### src/rhbm_cfg.svh
// constants for the resonant half-bridge mode controller
// assumes a 250 MHz system clock; analog results arrive as digital levels
`ifndef RHBM_CFG_SVH
`define RHBM_CFG_SVH

`define RHBM_CLK_MHZ         250
// timing in ns, cycles derived with minimum rounded up and maximum rounded down
`define RHBM_TON_MIN_NS      400
`define RHBM_TON_MAX_NS      20000
`define RHBM_TNO_MIN_NS      100
`define RHBM_TNO_MAX_NS      1000
`define RHBM_TON_MIN_CYC     ((`RHBM_TON_MIN_NS * `RHBM_CLK_MHZ + 999) / 1000)
`define RHBM_TON_MAX_CYC     ((`RHBM_TON_MAX_NS * `RHBM_CLK_MHZ) / 1000)
`define RHBM_TNO_MIN_CYC     ((`RHBM_TNO_MIN_NS * `RHBM_CLK_MHZ + 999) / 1000)
`define RHBM_TNO_MAX_CYC     ((`RHBM_TNO_MAX_NS * `RHBM_CLK_MHZ) / 1000)
// minimum low-power cycle rate in Hz, longest cycle in clock cycles
`define RHBM_LP_MIN_HZ       23000
`define RHBM_LP_MAX_CYC      ((`RHBM_CLK_MHZ * 1000000) / `RHBM_LP_MIN_HZ)
// burst target rates in Hz
`define RHBM_BURST_HZ_0      200
`define RHBM_BURST_HZ_1      400
`define RHBM_BURST_HZ_2      800
`define RHBM_BURST_HZ_3      1600
// optocurrent levels in microamps, sense resistor in ohms
`define RHBM_OPTO_BURST_UA   106
`define RHBM_OPTO_TARGET_UA  85
`define RHBM_SENSE_OHM       12000
`define RHBM_TARGET_MV       ((`RHBM_OPTO_TARGET_UA * `RHBM_SENSE_OHM) / 1000)
// gap limits and steps, in gap code units; then offset divider and hold step in clocks, burst count reset
`define RHBM_GAP_MIN         10'h040
`define RHBM_GAP_MAX         10'h3FF
`define RHBM_GAP_LP_BOOST    10'h080
`define RHBM_GAP_TRANS_STEP  10'h040
`define RHBM_OFS_DIV         16'h0FA0
`define RHBM_HOLD_STEP       16'h0010
`define RHBM_BURST_CNT_RST   8'h04

`endif

### src/rhbm_pkg.sv
// types for the resonant half-bridge mode controller
// used only by the controller module
package rhbm_pkg;
    typedef enum logic [5:0] {
        RHBM_LS    = 6'h01,
        RHBM_DT_LH = 6'h02,
        RHBM_HS    = 6'h04,
        RHBM_DT_HL = 6'h08,
        RHBM_HOLD  = 6'h10,
        RHBM_IDLE  = 6'h20
    } rhbm_state_t;

    typedef enum logic [2:0] {
        RHBM_MODE_HP    = 3'h1,
        RHBM_MODE_LP    = 3'h2,
        RHBM_MODE_BURST = 3'h4
    } rhbm_mode_t;
endpackage

### src/rhbm_ctrl.sv
// operating-mode controller for a resonant half-bridge converter
// expects comparator levels and a digitised optocurrent; drives gate commands
`include "rhbm_cfg.svh"
`timescale 1ns/1ps
module rhbm_ctrl #(
    parameter int unsigned GAP_W = 10,
    parameter int unsigned TON_MAX_CYC = `RHBM_TON_MAX_CYC,
    parameter int unsigned LP_MAX_CYC  = `RHBM_LP_MAX_CYC,
    parameter int unsigned CLK_HZ      = `RHBM_CLK_MHZ * 1000000
) (
    input  wire logic              clk_sys_i,          // 250 MHz clock
    input  wire logic              rst_b_i,            // async reset, active low
    input  wire logic              cap_above_high_i,   // cap sense above high threshold
    input  wire logic              cap_below_low_i,    // cap sense below low threshold
    input  wire logic              hb_peak_i,          // half-bridge node peak seen
    input  wire logic              cur_pos_i,          // resonant current above zero
    input  wire logic              cur_neg_i,          // resonant current below zero
    input  wire logic              overcurrent_i,      // current beyond overcurrent limit
    input  wire logic              near_cap_i,         // close to capacitive mode
    input  wire logic [9:0]        opto_ua_i,          // feedback optocurrent, microamps
    input  wire logic [GAP_W-1:0]  lp_transition_i,    // low-power transition level
    input  wire logic [1:0]        burst_sel_i,        // burst rate select
    output logic                   low_side_gate_o,    // low-side gate command
    output logic                   high_side_gate_o,   // high-side gate command
    output logic [GAP_W-1:0]       cap_gap_o,          // threshold gap to the comparators
    output logic [2:0]             mode_o              // one-hot operating mode
);

    localparam int unsigned TON_MIN = `RHBM_TON_MIN_CYC;
    localparam int unsigned TNO_MIN = `RHBM_TNO_MIN_CYC;
    localparam int unsigned TNO_MAX = `RHBM_TNO_MAX_CYC;

    // limit a value between bounds
    function automatic logic [GAP_W-1:0] clampg(input int v);
        if (v < int'(`RHBM_GAP_MIN))
            return GAP_W'(`RHBM_GAP_MIN);
        if (v > int'(`RHBM_GAP_MAX))
            return GAP_W'(`RHBM_GAP_MAX);
        return GAP_W'(v);
    endfunction

    // burst target period in clock cycles
    function automatic logic [31:0] burst_period(input logic [1:0] sel);
        case (sel)
            2'h0: return 32'(CLK_HZ / `RHBM_BURST_HZ_0);
            2'h1: return 32'(CLK_HZ / `RHBM_BURST_HZ_1);
            2'h2: return 32'(CLK_HZ / `RHBM_BURST_HZ_2);
            default: return 32'(CLK_HZ / `RHBM_BURST_HZ_3);
        endcase
    endfunction

    // reset release through two flops
    logic rst_m, rst_s;
    always_ff @(posedge clk_sys_i or negedge rst_b_i) begin
        if (!rst_b_i) begin
            rst_m <= 1'b0;
            rst_s <= 1'b0;
        end else begin
            rst_m <= 1'b1;
            rst_s <= rst_m;
        end
    end

    // two-stage comparator sync
    // keeps a comparator edge from splitting across two state decisions
    logic [6:0] sync_a, sync_b;
    always_ff @(posedge clk_sys_i or negedge rst_s) begin
        if (!rst_s) begin
            sync_a <= 7'h00;
            sync_b <= 7'h00;
        end else begin
            sync_a <= {cap_above_high_i, cap_below_low_i, hb_peak_i, cur_pos_i,
                       cur_neg_i, overcurrent_i, near_cap_i};
            sync_b <= sync_a;
        end
    end
    logic s_high, s_low, s_peak, s_pos, s_neg, s_oc, s_ncap;
    assign {s_high, s_low, s_peak, s_pos, s_neg, s_oc, s_ncap} = sync_b;

    // optocurrent as power demand, filtered one stage
    logic [9:0] opto;
    logic [9:0] opto_prev;
    always_ff @(posedge clk_sys_i or negedge rst_s) begin
        if (!rst_s) begin
            opto      <= 10'h000;
            opto_prev <= 10'h000;
        end else begin
            opto      <= opto_ua_i;
            opto_prev <= opto;
        end
    end
    // transients: load rise lowers optocurrent
    logic pos_trans, neg_trans;
    assign pos_trans = (opto < opto_prev) && (opto < 10'(`RHBM_OPTO_TARGET_UA));
    assign neg_trans = (opto > opto_prev) && (opto > 10'(`RHBM_OPTO_TARGET_UA));

    logic [15:0] ofs_div;
    logic [GAP_W-1:0] offset;
    logic opto_mv_low;
    assign opto_mv_low = (32'(opto) * 32'(`RHBM_SENSE_OHM) / 32'h3E8) < 32'(`RHBM_TARGET_MV);
    always_ff @(posedge clk_sys_i or negedge rst_s) begin
        if (!rst_s) begin
            ofs_div <= 16'h0000;
            offset  <= '0;
        end else if (ofs_div == 16'(`RHBM_OFS_DIV)) begin
            ofs_div <= 16'h0000;
            if (opto_mv_low && offset != '1)
                offset <= offset + 1'b1;
            else if (!opto_mv_low && opto > 10'(`RHBM_OPTO_TARGET_UA) && offset != '0)
                offset <= offset - 1'b1;
        end else begin
            ofs_div <= ofs_div + 16'h0001;
        end
    end

    // demand: lower optocurrent means more power, plus offset
    logic [GAP_W-1:0] demand;
    assign demand = clampg(int'(GAP_W'(`RHBM_GAP_MAX)) - 2 * int'(opto) + int'(offset));

    // mode and gap regulation
    rhbm_pkg::rhbm_mode_t mode;
    logic [GAP_W-1:0]     gap;
    logic [15:0]          hold_len;
    logic                 cyc_end;       // one low-power cycle finished
    logic [31:0]          lp_cyc_cnt;    // clocks since low-power cycle start
    logic [31:0]          last_cyc_len;  // length of the last finished low-power cycle
    always_ff @(posedge clk_sys_i or negedge rst_s) begin
        if (!rst_s) begin
            mode     <= rhbm_pkg::RHBM_MODE_HP;
            gap      <= GAP_W'(`RHBM_GAP_MAX);
            hold_len <= 16'h0000;
        end else begin
            case (mode)
                rhbm_pkg::RHBM_MODE_HP: begin
                    gap <= demand;
                    if (demand < lp_transition_i) begin
                        mode     <= rhbm_pkg::RHBM_MODE_LP;
                        gap      <= clampg(int'(demand) + int'(`RHBM_GAP_LP_BOOST));
                        hold_len <= 16'h0000;
                    end
                end
                rhbm_pkg::RHBM_MODE_LP: begin
                    if (pos_trans) begin
                        gap      <= clampg(int'(gap) + int'(`RHBM_GAP_TRANS_STEP));
                        hold_len <= 16'h0000;
                    end else if (demand >= lp_transition_i + GAP_W'(`RHBM_GAP_LP_BOOST)) begin
                        mode <= rhbm_pkg::RHBM_MODE_HP;
                    end else if (cyc_end) begin
                        if (gap > GAP_W'(`RHBM_GAP_MIN)) begin
                            // shrink gap, fixed duty
                            // gap falls twice as fast as demand so it can reach the minimum;
                            // demand plus boost alone would stop well above it
                            gap <= clampg(2 * int'(demand) + int'(`RHBM_GAP_LP_BOOST) - int'(lp_transition_i));
                        end else if (opto > 10'(`RHBM_OPTO_TARGET_UA)) begin
                            // stop at 23 kHz period
                            // the running counter restarts at cyc_end, so use the finished length
                            if (last_cyc_len + 32'(`RHBM_HOLD_STEP) < 32'(LP_MAX_CYC))
                                hold_len <= hold_len + 16'(`RHBM_HOLD_STEP);
                            else if (opto > 10'(`RHBM_OPTO_BURST_UA))
                                mode <= rhbm_pkg::RHBM_MODE_BURST;
                        end else if (opto < 10'(`RHBM_OPTO_TARGET_UA) && hold_len != 16'h0000) begin
                            hold_len <= hold_len - 16'(`RHBM_HOLD_STEP);
                        end
                    end
                end
                rhbm_pkg::RHBM_MODE_BURST: begin
                    gap <= GAP_W'(`RHBM_GAP_MIN);
                    if (opto < 10'(`RHBM_OPTO_TARGET_UA) && pos_trans) begin
                        mode     <= rhbm_pkg::RHBM_MODE_LP;
                        gap      <= clampg(int'(`RHBM_GAP_MIN) + int'(`RHBM_GAP_TRANS_STEP));
                        hold_len <= 16'h0000;
                    end
                end
                default: mode <= rhbm_pkg::RHBM_MODE_HP;
            endcase
        end
    end

    // burst scheduling: on-phase counts cycles, off-phase holds
    logic [31:0] burst_timer;
    logic [7:0]  burst_cycles;
    logic [7:0]  burst_done;
    logic        burst_on;
    logic        burst_start;
    assign burst_start = (mode == rhbm_pkg::RHBM_MODE_BURST) && !burst_on &&
                         ((opto < 10'(`RHBM_OPTO_BURST_UA)) || pos_trans);
    always_ff @(posedge clk_sys_i or negedge rst_s) begin
        if (!rst_s) begin
            burst_timer  <= 32'h0000_0000;
            burst_cycles <= 8'(`RHBM_BURST_CNT_RST);
            burst_done   <= 8'h00;
            burst_on     <= 1'b0;
        end else if (mode != rhbm_pkg::RHBM_MODE_BURST) begin
            burst_timer <= 32'h0000_0000;
            burst_done  <= 8'h00;
            burst_on    <= 1'b0;
        end else if (burst_start) begin
            burst_timer <= 32'h0000_0000;
            burst_done  <= 8'h00;
            burst_on    <= 1'b1;
            if (burst_timer < burst_period(burst_sel_i) && burst_cycles != 8'hFF)
                burst_cycles <= burst_cycles + 8'h01;
        end else begin
            if (burst_timer != 32'hFFFF_FFFF)
                burst_timer <= burst_timer + 32'h0000_0001;
            if (burst_on && cyc_end) begin
                burst_done <= burst_done + 8'h01;
                if (burst_done + 8'h01 >= burst_cycles)
                    burst_on <= 1'b0;
            end
        end
    end

    // half-bridge sequencing
    rhbm_pkg::rhbm_state_t st;
    logic [31:0] tcnt;
    logic [1:0]  half_cnt;     // half-cycles done in low-power cycle
    logic        lp_like;
    assign lp_like = (mode != rhbm_pkg::RHBM_MODE_HP);
    // in burst mode, outside a burst-on the sequencer parks in the idle state
    logic run_ok;
    assign run_ok = (mode != rhbm_pkg::RHBM_MODE_BURST) || burst_on || burst_start;

    always_ff @(posedge clk_sys_i or negedge rst_s) begin
        if (!rst_s) begin
            st         <= rhbm_pkg::RHBM_LS;
            tcnt       <= 32'h0000_0000;
            half_cnt   <= 2'h0;
            lp_cyc_cnt <= 32'h0000_0000;
            last_cyc_len <= 32'h0000_0000;
            cyc_end    <= 1'b0;
        end else begin
            cyc_end    <= 1'b0;
            tcnt       <= tcnt + 32'h0000_0001;
            // cycle time only matters in low-power operation; held at zero in high power
            lp_cyc_cnt <= lp_like ? lp_cyc_cnt + 32'h0000_0001 : 32'h0000_0000;
            case (st)
                // low side for at least minimum on-time
                rhbm_pkg::RHBM_LS: begin
                    if (tcnt >= 32'(TON_MIN) &&
                        (s_low || s_oc || s_ncap || tcnt >= 32'(TON_MAX_CYC))) begin
                        st   <= rhbm_pkg::RHBM_DT_LH;
                        tcnt <= 32'h0000_0000;
                        if (lp_like && half_cnt == 2'h2) begin
                            st   <= rhbm_pkg::RHBM_HOLD;
                            half_cnt <= 2'h0;
                        end else begin
                            // high power keeps the count in step so a low-power entry ends on a low side
                            half_cnt <= lp_like ? half_cnt + 2'h1 : 2'h1;
                        end
                    end
                end
                rhbm_pkg::RHBM_DT_LH: begin
                    if (tcnt >= 32'(TNO_MIN) && !s_pos && (s_peak || tcnt >= 32'(TNO_MAX))) begin
                        st   <= rhbm_pkg::RHBM_HS;
                        tcnt <= 32'h0000_0000;
                    end
                end
                rhbm_pkg::RHBM_HS: begin
                    if (tcnt >= 32'(TON_MIN) &&
                        (s_high || s_oc || s_ncap || tcnt >= 32'(TON_MAX_CYC))) begin
                        st       <= rhbm_pkg::RHBM_DT_HL;
                        tcnt     <= 32'h0000_0000;
                        half_cnt <= lp_like ? half_cnt + 2'h1 : 2'h2;
                    end
                end
                // mirrored dead time, current sign inverted
                rhbm_pkg::RHBM_DT_HL: begin
                    if (tcnt >= 32'(TNO_MIN) && !s_neg && (s_peak || tcnt >= 32'(TNO_MAX))) begin
                        st   <= rhbm_pkg::RHBM_LS;
                        tcnt <= 32'h0000_0000;
                    end
                end
                // hold: both gates off until the cycle period elapses
                rhbm_pkg::RHBM_HOLD: begin
                    // half the active time gives 67 % duty; lp_cyc_cnt runs on here, so take tcnt off
                    if (tcnt >= ((lp_cyc_cnt - tcnt) >> 1) + 32'(hold_len)
                        || (pos_trans && mode == rhbm_pkg::RHBM_MODE_LP)
                        || mode == rhbm_pkg::RHBM_MODE_HP) begin
                        cyc_end <= 1'b1;
                        last_cyc_len <= lp_cyc_cnt;
                        st      <= run_ok ? rhbm_pkg::RHBM_LS : rhbm_pkg::RHBM_IDLE;
                        tcnt    <= 32'h0000_0000;
                        lp_cyc_cnt <= 32'h0000_0000;
                    end
                end
                rhbm_pkg::RHBM_IDLE: begin
                    if (run_ok) begin
                        st         <= rhbm_pkg::RHBM_LS;
                        tcnt       <= 32'h0000_0000;
                        lp_cyc_cnt <= 32'h0000_0000;
                    end
                end
                default: st <= rhbm_pkg::RHBM_LS;
            endcase
        end
    end

    // gate outputs registered, exclusive by state
    // gates lag the state by one clock; dead-time and hold states drive both low
    always_ff @(posedge clk_sys_i or negedge rst_s) begin
        if (!rst_s) begin
            low_side_gate_o  <= 1'b0;
            high_side_gate_o <= 1'b0;
            cap_gap_o        <= GAP_W'(`RHBM_GAP_MAX);
            mode_o           <= 3'h1;
        end else begin
            low_side_gate_o  <= (st == rhbm_pkg::RHBM_LS);
            high_side_gate_o <= (st == rhbm_pkg::RHBM_HS);
            cap_gap_o        <= gap;
            mode_o           <= mode;
        end
    end

endmodule

### config.mk
export PLATFORM = sky130hd
export DESIGN_NAME = rhbm_ctrl
export DESIGN_NICKNAME = d
export VERILOG_FILES = /design/src/rhbm_pkg.sv /design/src/rhbm_ctrl.sv
export VERILOG_INCLUDE_DIRS = /design/src
export SDC_FILE = /design/constraint.sdc
export NUM_CORES = 1
export LEC_CHECK = 0
export BUFFER_PORTS_ARGS = -buffer_cell sky130_fd_sc_hd__buf_2
export CAP_MARGIN = 20
export CORE_UTILIZATION = 50
export DETAILED_ROUTE_END_ITERATION = 8
export PLACE_DENSITY = 0.66
export SLEW_MARGIN = 20
export SYNTH_ARGS = -nofsm -noshare
export SYNTH_HDL_FRONTEND = slang
export SYNTH_SLANG_ARGS = --single-unit
### constraint.sdc
create_clock -name clk_sys_i -period 8.4 [get_ports clk_sys_i]
set_input_delay 0.84 -clock clk_sys_i [delete_from_list [all_inputs] [get_ports clk_sys_i]]
set_output_delay 0.84 -clock clk_sys_i [all_outputs]
set_load 0.1 [all_outputs]
==> flow_metrics.env, run 1 <==
export IMPL_slew_headroom_pct=22.9
export IMPL_r2r_start="opto[6]"
export IMPL_grt_max_degree=78
export IMPL_syn_to_final_growth_pct=34.1
export IMPL_ff2ff_setup_slack_ns=-8.00
export IMPL_grt_pass1_wl_microns=129000
export IMPL_status="finished, violations left"
export IMPL_die_x_microns=231
export IMPL_critical_path_class="reg -> reg"
export IMPL_dr_total_vias=26300
export IMPL_finClkSkew_ns=0.0460
export IMPL_path_clk_slew_ns=0.07
export IMPL_worstPathMaxFanout=8
export IMPL_drv_cap=0
export IMPL_rsz0062_at_grt="true"
export IMPL_numCtsBuffers=30
export IMPL_crit_path_end_kind="flop"
export IMPL_synth_edf_count=0
export IMPL_slew_viol_final=0
export IMPL_syn_inst=3145
export IMPL_clkSinkCount=256
export IMPL_rows=83
export IMPL_layout_setup_ws_ns=-8.00
export IMPL_vias_per_cell=5.78
export IMPL_io_pins=46
export IMPL_ys_top_cells_by_area="dfrtp_1, ha_1, xnor2_1, nor2_1, a21oi_1"
export IMPL_post_route_period_util_pct=195
export IMPL_final_layout_size_suffix_gt1_share_pct=31.6
export IMPL_ys_seq_area_share_pct=24.5
export IMPL_die_h_microns=231
export IMPL_grt_pass1_vias=26100
export IMPL_tightest_slew_ns=1.15
export IMPL_ys_types=128
export IMPL_final_common_cell="buf_4"
export IMPL_start_util_pct=50.9
export IMPL_synth_nets=3481
export IMPL_synthDominantCellAreaShare_pct=22.1
export IMPL_slowest_delay_ns=0.60
export IMPL_timing_hold_ws_ns=0.0556
export IMPL_cts_tree="built"
export IMPL_worstRegToRegCells=69
export IMPL_drc=0
export IMPL_min_delay_path_class="in -> async"
export IMPL_crit_path_start_kind="flop"
export IMPL_die_area_sq_mm=0.0535
export IMPL_avgSynthCellArea_sq_um=8.36
export IMPL_ant_nets=0
export IMPL_rr_endpoint="offset[9]"
export IMPL_ys_ff_latch=256
export IMPL_grt_usage_pct=28.9
export IMPL_synth_area_leader_cell="dfrtp_1"
export IMPL_layout_common_cells="buf_4, nor2_1, ha_1"
export IMPL_finalHoldViolCount=0
export IMPL_synth_top_flop_cell="dfrtp_1"
export IMPL_drt_initial_drc_count=1781
export IMPL_htree_levels=1
export IMPL_wl_microns=80700
export IMPL_fin_crit_ns=16.40
export IMPL_slowest_stage="or4_4"
export IMPL_netlist_area_sq_mm=0.0263
export IMPL_violations="setup timing"
export IMPL_port_buffers=45
export IMPL_antenna_found_initial=0
export IMPL_routabilityCongestion=0.987
export IMPL_nNetsFinal=4180
export IMPL_worst_ep_required_time_ns=8.84
export IMPL_crit_arrival_ns=16.84
export IMPL_setup_violations=10
export IMPL_drtPass1Iterations=6
export IMPL_dp_hpwl_microns=60700
export IMPL_root_buffer="clkbuf_16"
export IMPL_grt_ovfl_total=0
export IMPL_clk_latency_ns=0.59
export IMPL_clock_tree_buffer_depth=3
export IMPL_ys_warn_count=0
export IMPL_num_antenna_cells=0
export IMPL_coreArea_sq_mm=0.0516
export IMPL_wire_per_inst_microns=17.8
export IMPL_max_clock_freq_ghz=0.0610
export IMPL_postSynth_asyncResetShare_pct=100
-- logic make-up after synthesis --
group,Yosys count,share of synthesized area [%]
AO/OA/AOI/OAI,747,19.7
XOR/XNOR,294,10.0
adder cells (fa/ha/maj),306,15.8
buffers and inverters,317,4.74
flip-flops,256,24.5
multiplexers,74,3.23
other,2,0.0286
AND/OR/NAND/NOR,1149,22.0
-- worst max path at each step --
stage,start,slack [ns],cells after the start,to
2_1_floorplan,opto[6],-7.78,69,offset[9]
3_3_place_gp,opto[7],-8.15,70,offset[9]
3_5_place_dp,opto[3],-8.37,68,offset[9]
4_1_cts,opto[6],-7.67,68,offset[9]
5_1_grt,opto[6],-8.69,71,offset[9]
6_report,opto[6],-8.00,69,offset[9]
-- through the flow --
stage	setup WS [ns]	util [%]	cells	setup TNS [ns]	instance area, sq um
2_1_floorplan	-7.78	-	3145	-71.23	26600
3_3_place_gp	-8.15	61.8	4391	-75.88	31900
3_5_place_dp	-8.37	61.8	4392	-88.55	31900
4_1_cts	-7.67	65.7	4492	-71.24	33900
5_1_grt	-8.69	68.3	4548	-101.22	35300
6_report	-8.00	68.3	4548	-74.66	35300
-- cell usage after synthesis, drive strengths merged (39+ instances only) --
cell / instances
inv: 240
nor2: 333
xor2: 98
and3: 41
nand2: 232
dfrtp: 232
nand3: 119
o21bai: 46
nand4: 58
a21oi: 190
nand2b: 55
clkbuf: 57
mux2: 50
fa: 43
o21ai: 151
ha: 262
nor2b: 39
nor3: 90
xnor2: 196
-- critical path, delay by kind of cell (launching register included) --
kind | cells | cell delay, ns
AO/OA/AOI/OAI | 31 | 6.33
XOR/XNOR | 2 | 0.39
adder cells (fa/ha/maj) | 7 | 2.83
buffers and inverters | 8 | 0.87
flip-flops | 1 | 0.48
AND/OR/NAND/NOR | 21 | 5.31
-- metal layers --
metal	global-route usage (%)	routed length, microns	up-vias
met1	37.8	35500	12700
met5	0	0	-
met4	8.15	2460	0
met2	50.7	39400	718
li1	-	-	12700
met3	2.57	3470	164
-- state kept, by name, indices dropped and copies added, names as in the netlist, 2 cells and up --
name          cells
mode_o            3
burst_timer      32
lp_cyc_cnt       32
sync_a            7
st                6
burst_cycles      8
mode              3
tcnt             32
cap_gap_o        10
sync_b            7
hold_len         12
gap              10
opto_prev        10
ofs_div          16
half_cnt          2
burst_done        8
offset           10
last_cyc_len     32
opto             10
-- layout make-up --
| type | count | area [sq um] |
|---|---|---|
| Tap cell | 680 | 851 |
| Multi-Input combinational cell | 2575 | 20300 |
| Sequential cell | 256 | 6450 |
| Timing Repair Buffer | 741 | 5720 |
| Fill cell | 4080 | 16400 |
| Inverter | 240 | 903 |
| Clock inverter | 16 | 165 |
| Clock buffer | 40 | 848 |
-- timing repair --
action                                  in CTS  in global routing
buffers inserted                            42                 55
endpoints found under the setup margin      77                112
pin swaps                                   78                112
gates cloned                                 4                  3
gates resized for setup                    133                193
hold buffers                                 0                  0
Power of run 1 is not shown: default switching activity piles up to over one toggle a cycle in this logic, so the estimate is an artifact.
==> run 2: changes to the inputs <==
- SKIP_CTS_REPAIR_TIMING: default -> 1
==> run 2 against run 1 <==
The run still ends with setup timing left. Worst hold slack improved by 0.0040 ns. Final area fell by 0.72%. Setup slack improved by 0.027 ns. Critical path depth rose by 2. Count of clock-buffer cells in the layout did not move. Critical path type unchanged. Highest routed layer unchanged.
==> flow_metrics.env, run 2 (synthesized netlist as in run 1, its figures left out) <==
export IMPL_vias_per_cell=5.80
export IMPL_layout_common_cells="buf_4, nor2_1, ha_1"
export IMPL_wire_per_inst_microns=17.7
export IMPL_max_clock_freq_ghz=0.0611
export IMPL_syn_to_final_growth_pct=33.1
export IMPL_crit_arrival_ns=16.82
export IMPL_num_antenna_cells=0
export IMPL_slowest_stage="or4_4"
export IMPL_cts_tree="built"
export IMPL_nFillCells=4116
export IMPL_finClkSkew_ns=0.0484
export IMPL_critPathBufInv=10
export IMPL_routabilityCongestion=0.987
export IMPL_final_layout_size_suffix_gt1_share_pct=31.3
export IMPL_finalHoldViolCount=0
export IMPL_slew_headroom_pct=6.45
export IMPL_multi_input_area_sq_mm=0.0203
export IMPL_root_buffer="clkbuf_16"
export IMPL_drt_initial_drc_count=1918
export IMPL_worst_ep_required_time_ns=8.84
export IMPL_critical_path_class="reg -> reg"
export IMPL_numCtsBuffers=30
export IMPL_post_route_period_util_pct=195
export IMPL_slowest_delay_ns=0.63
export IMPL_clock_tree_buffer_depth=3
export IMPL_rows=83
export IMPL_antenna_found_initial=0
export IMPL_die_x_microns=231
export IMPL_ant_nets=0
export IMPL_coreArea_sq_mm=0.0516
export IMPL_crit_path_end_kind="flop"
export IMPL_drtPass1Iterations=6
export IMPL_nNetsFinal=4153
export IMPL_htree_levels=1
export IMPL_die_h_microns=231
export IMPL_fin_crit_ns=16.38
export IMPL_tightest_slew_ns=1.39
export IMPL_crit_path_start_kind="flop"
export IMPL_grt_pass1_wl_microns=126000
export IMPL_grt_pass1_vias=25600
export IMPL_status="finished, violations left"
export IMPL_dp_hpwl_microns=60700
export IMPL_pre_cts_slack_ns=-8.37
export IMPL_final_common_cell="buf_4"
export IMPL_io_pins=46
export IMPL_dr_total_vias=26200
export IMPL_die_area_sq_mm=0.0535
export IMPL_drc=0
export IMPL_grt_ovfl_total=0
export IMPL_layout_setup_ws_ns=-7.98
export IMPL_worstPathMaxFanout=8
export IMPL_critical_path_top_delay_family="simple AND/OR/NAND/NOR gates"
export IMPL_violations="setup timing"
export IMPL_rsz0062_at_grt="true"
export IMPL_clkSinkCount=256
export IMPL_clk_latency_ns=0.59
export IMPL_grt_max_degree=78
export IMPL_setup_violations=13
export IMPL_port_buffers=45
export IMPL_slew_viol_final=0
export IMPL_wl_microns=80200
export IMPL_path_clk_slew_ns=0.07
export IMPL_start_util_pct=50.9
export IMPL_grt_usage_pct=28.1
export IMPL_regArea_sq_mm=0.00645
export IMPL_drv_cap=0
export IMPL_min_delay_path_class="in -> async"
export IMPL_crit_top_cell="buf_4"
==> run 2: cell count changes in the layout (fill, tap and decap cells not counted), sizes merged <==
cell,change
clkbuf,+1
a31o,-1
buf,-27
==> run 2: area by class of cell <==
class | count | area share [%]
Clock buffer | 40 | 2.42
Clock inverter | 16 | 0.472
Inverter | 240 | 2.58
Multi-Input combinational cell | 2574 | 58.1
Sequential cell | 256 | 18.4
Tap cell | 680 | 2.43
Timing Repair Buffer | 715 | 15.6
==> run 2: worst register-to-register path, delay by kind of cell, from the launching register on <==
family / cells / cell delay [ns]
AND/OR/NAND/NOR: 21 / 5.56
AO/OA/AOI/OAI: 27 / 4.87
XOR/XNOR: 3 / 0.49
multiplexers: 4 / 0.81
adder cells (fa/ha/maj): 6 / 2.32
buffers and inverters: 10 / 1.72
flip-flops: 1 / 0.46
==> run 2: worst paths after layout <==
kind / startpoint / end / slack (ns) / cells after the start
setup / recovery: opto[6] / offset[9] / -7.98 / 71
hold / removal: rst_b_i / rst_s / 0.06 / 1
setup reg to reg: opto[6] / offset[9] / -7.98 / 71
hold reg to reg: sync_a[5] / sync_b[5] / 0.34 / 0
max in group asynchronous: rst_s / burst_timer[13] / 6.50 / 1
min in group clk_sys_i: sync_a[5] / sync_b[5] / 0.34 / 0
==> run 2: per-stage QoR <==
step                utilization (%)  instance area, sq um  TNS (ns)  cells  hold slack (ns)
detailed placement             61.8                 31900    -88.55   4392            0.339
global placement               61.8                 31900    -75.88   4391            0.335
CTS                            63.7                 32900    -96.97   4448           0.0500
global route                   67.8                 35000   -121.81   4521           0.0447
finish                         67.8                 35000    -73.97   4521           0.0596
floorplan                         -                 26600    -71.23   3145            0.331
==> run 2: routing by layer <==
metal / global-route usage [%] / vias up / part of all wire, %
met5: 0 / - / 0
met4: 6.97 / 0 / 2.5
met3: 2.41 / 121 / 4.1
met2: 49.2 / 691 / 49
met1: 37.2 / 12800 / 44
li1: - / 12600 / -
Power of run 2 is left out for the same reason.
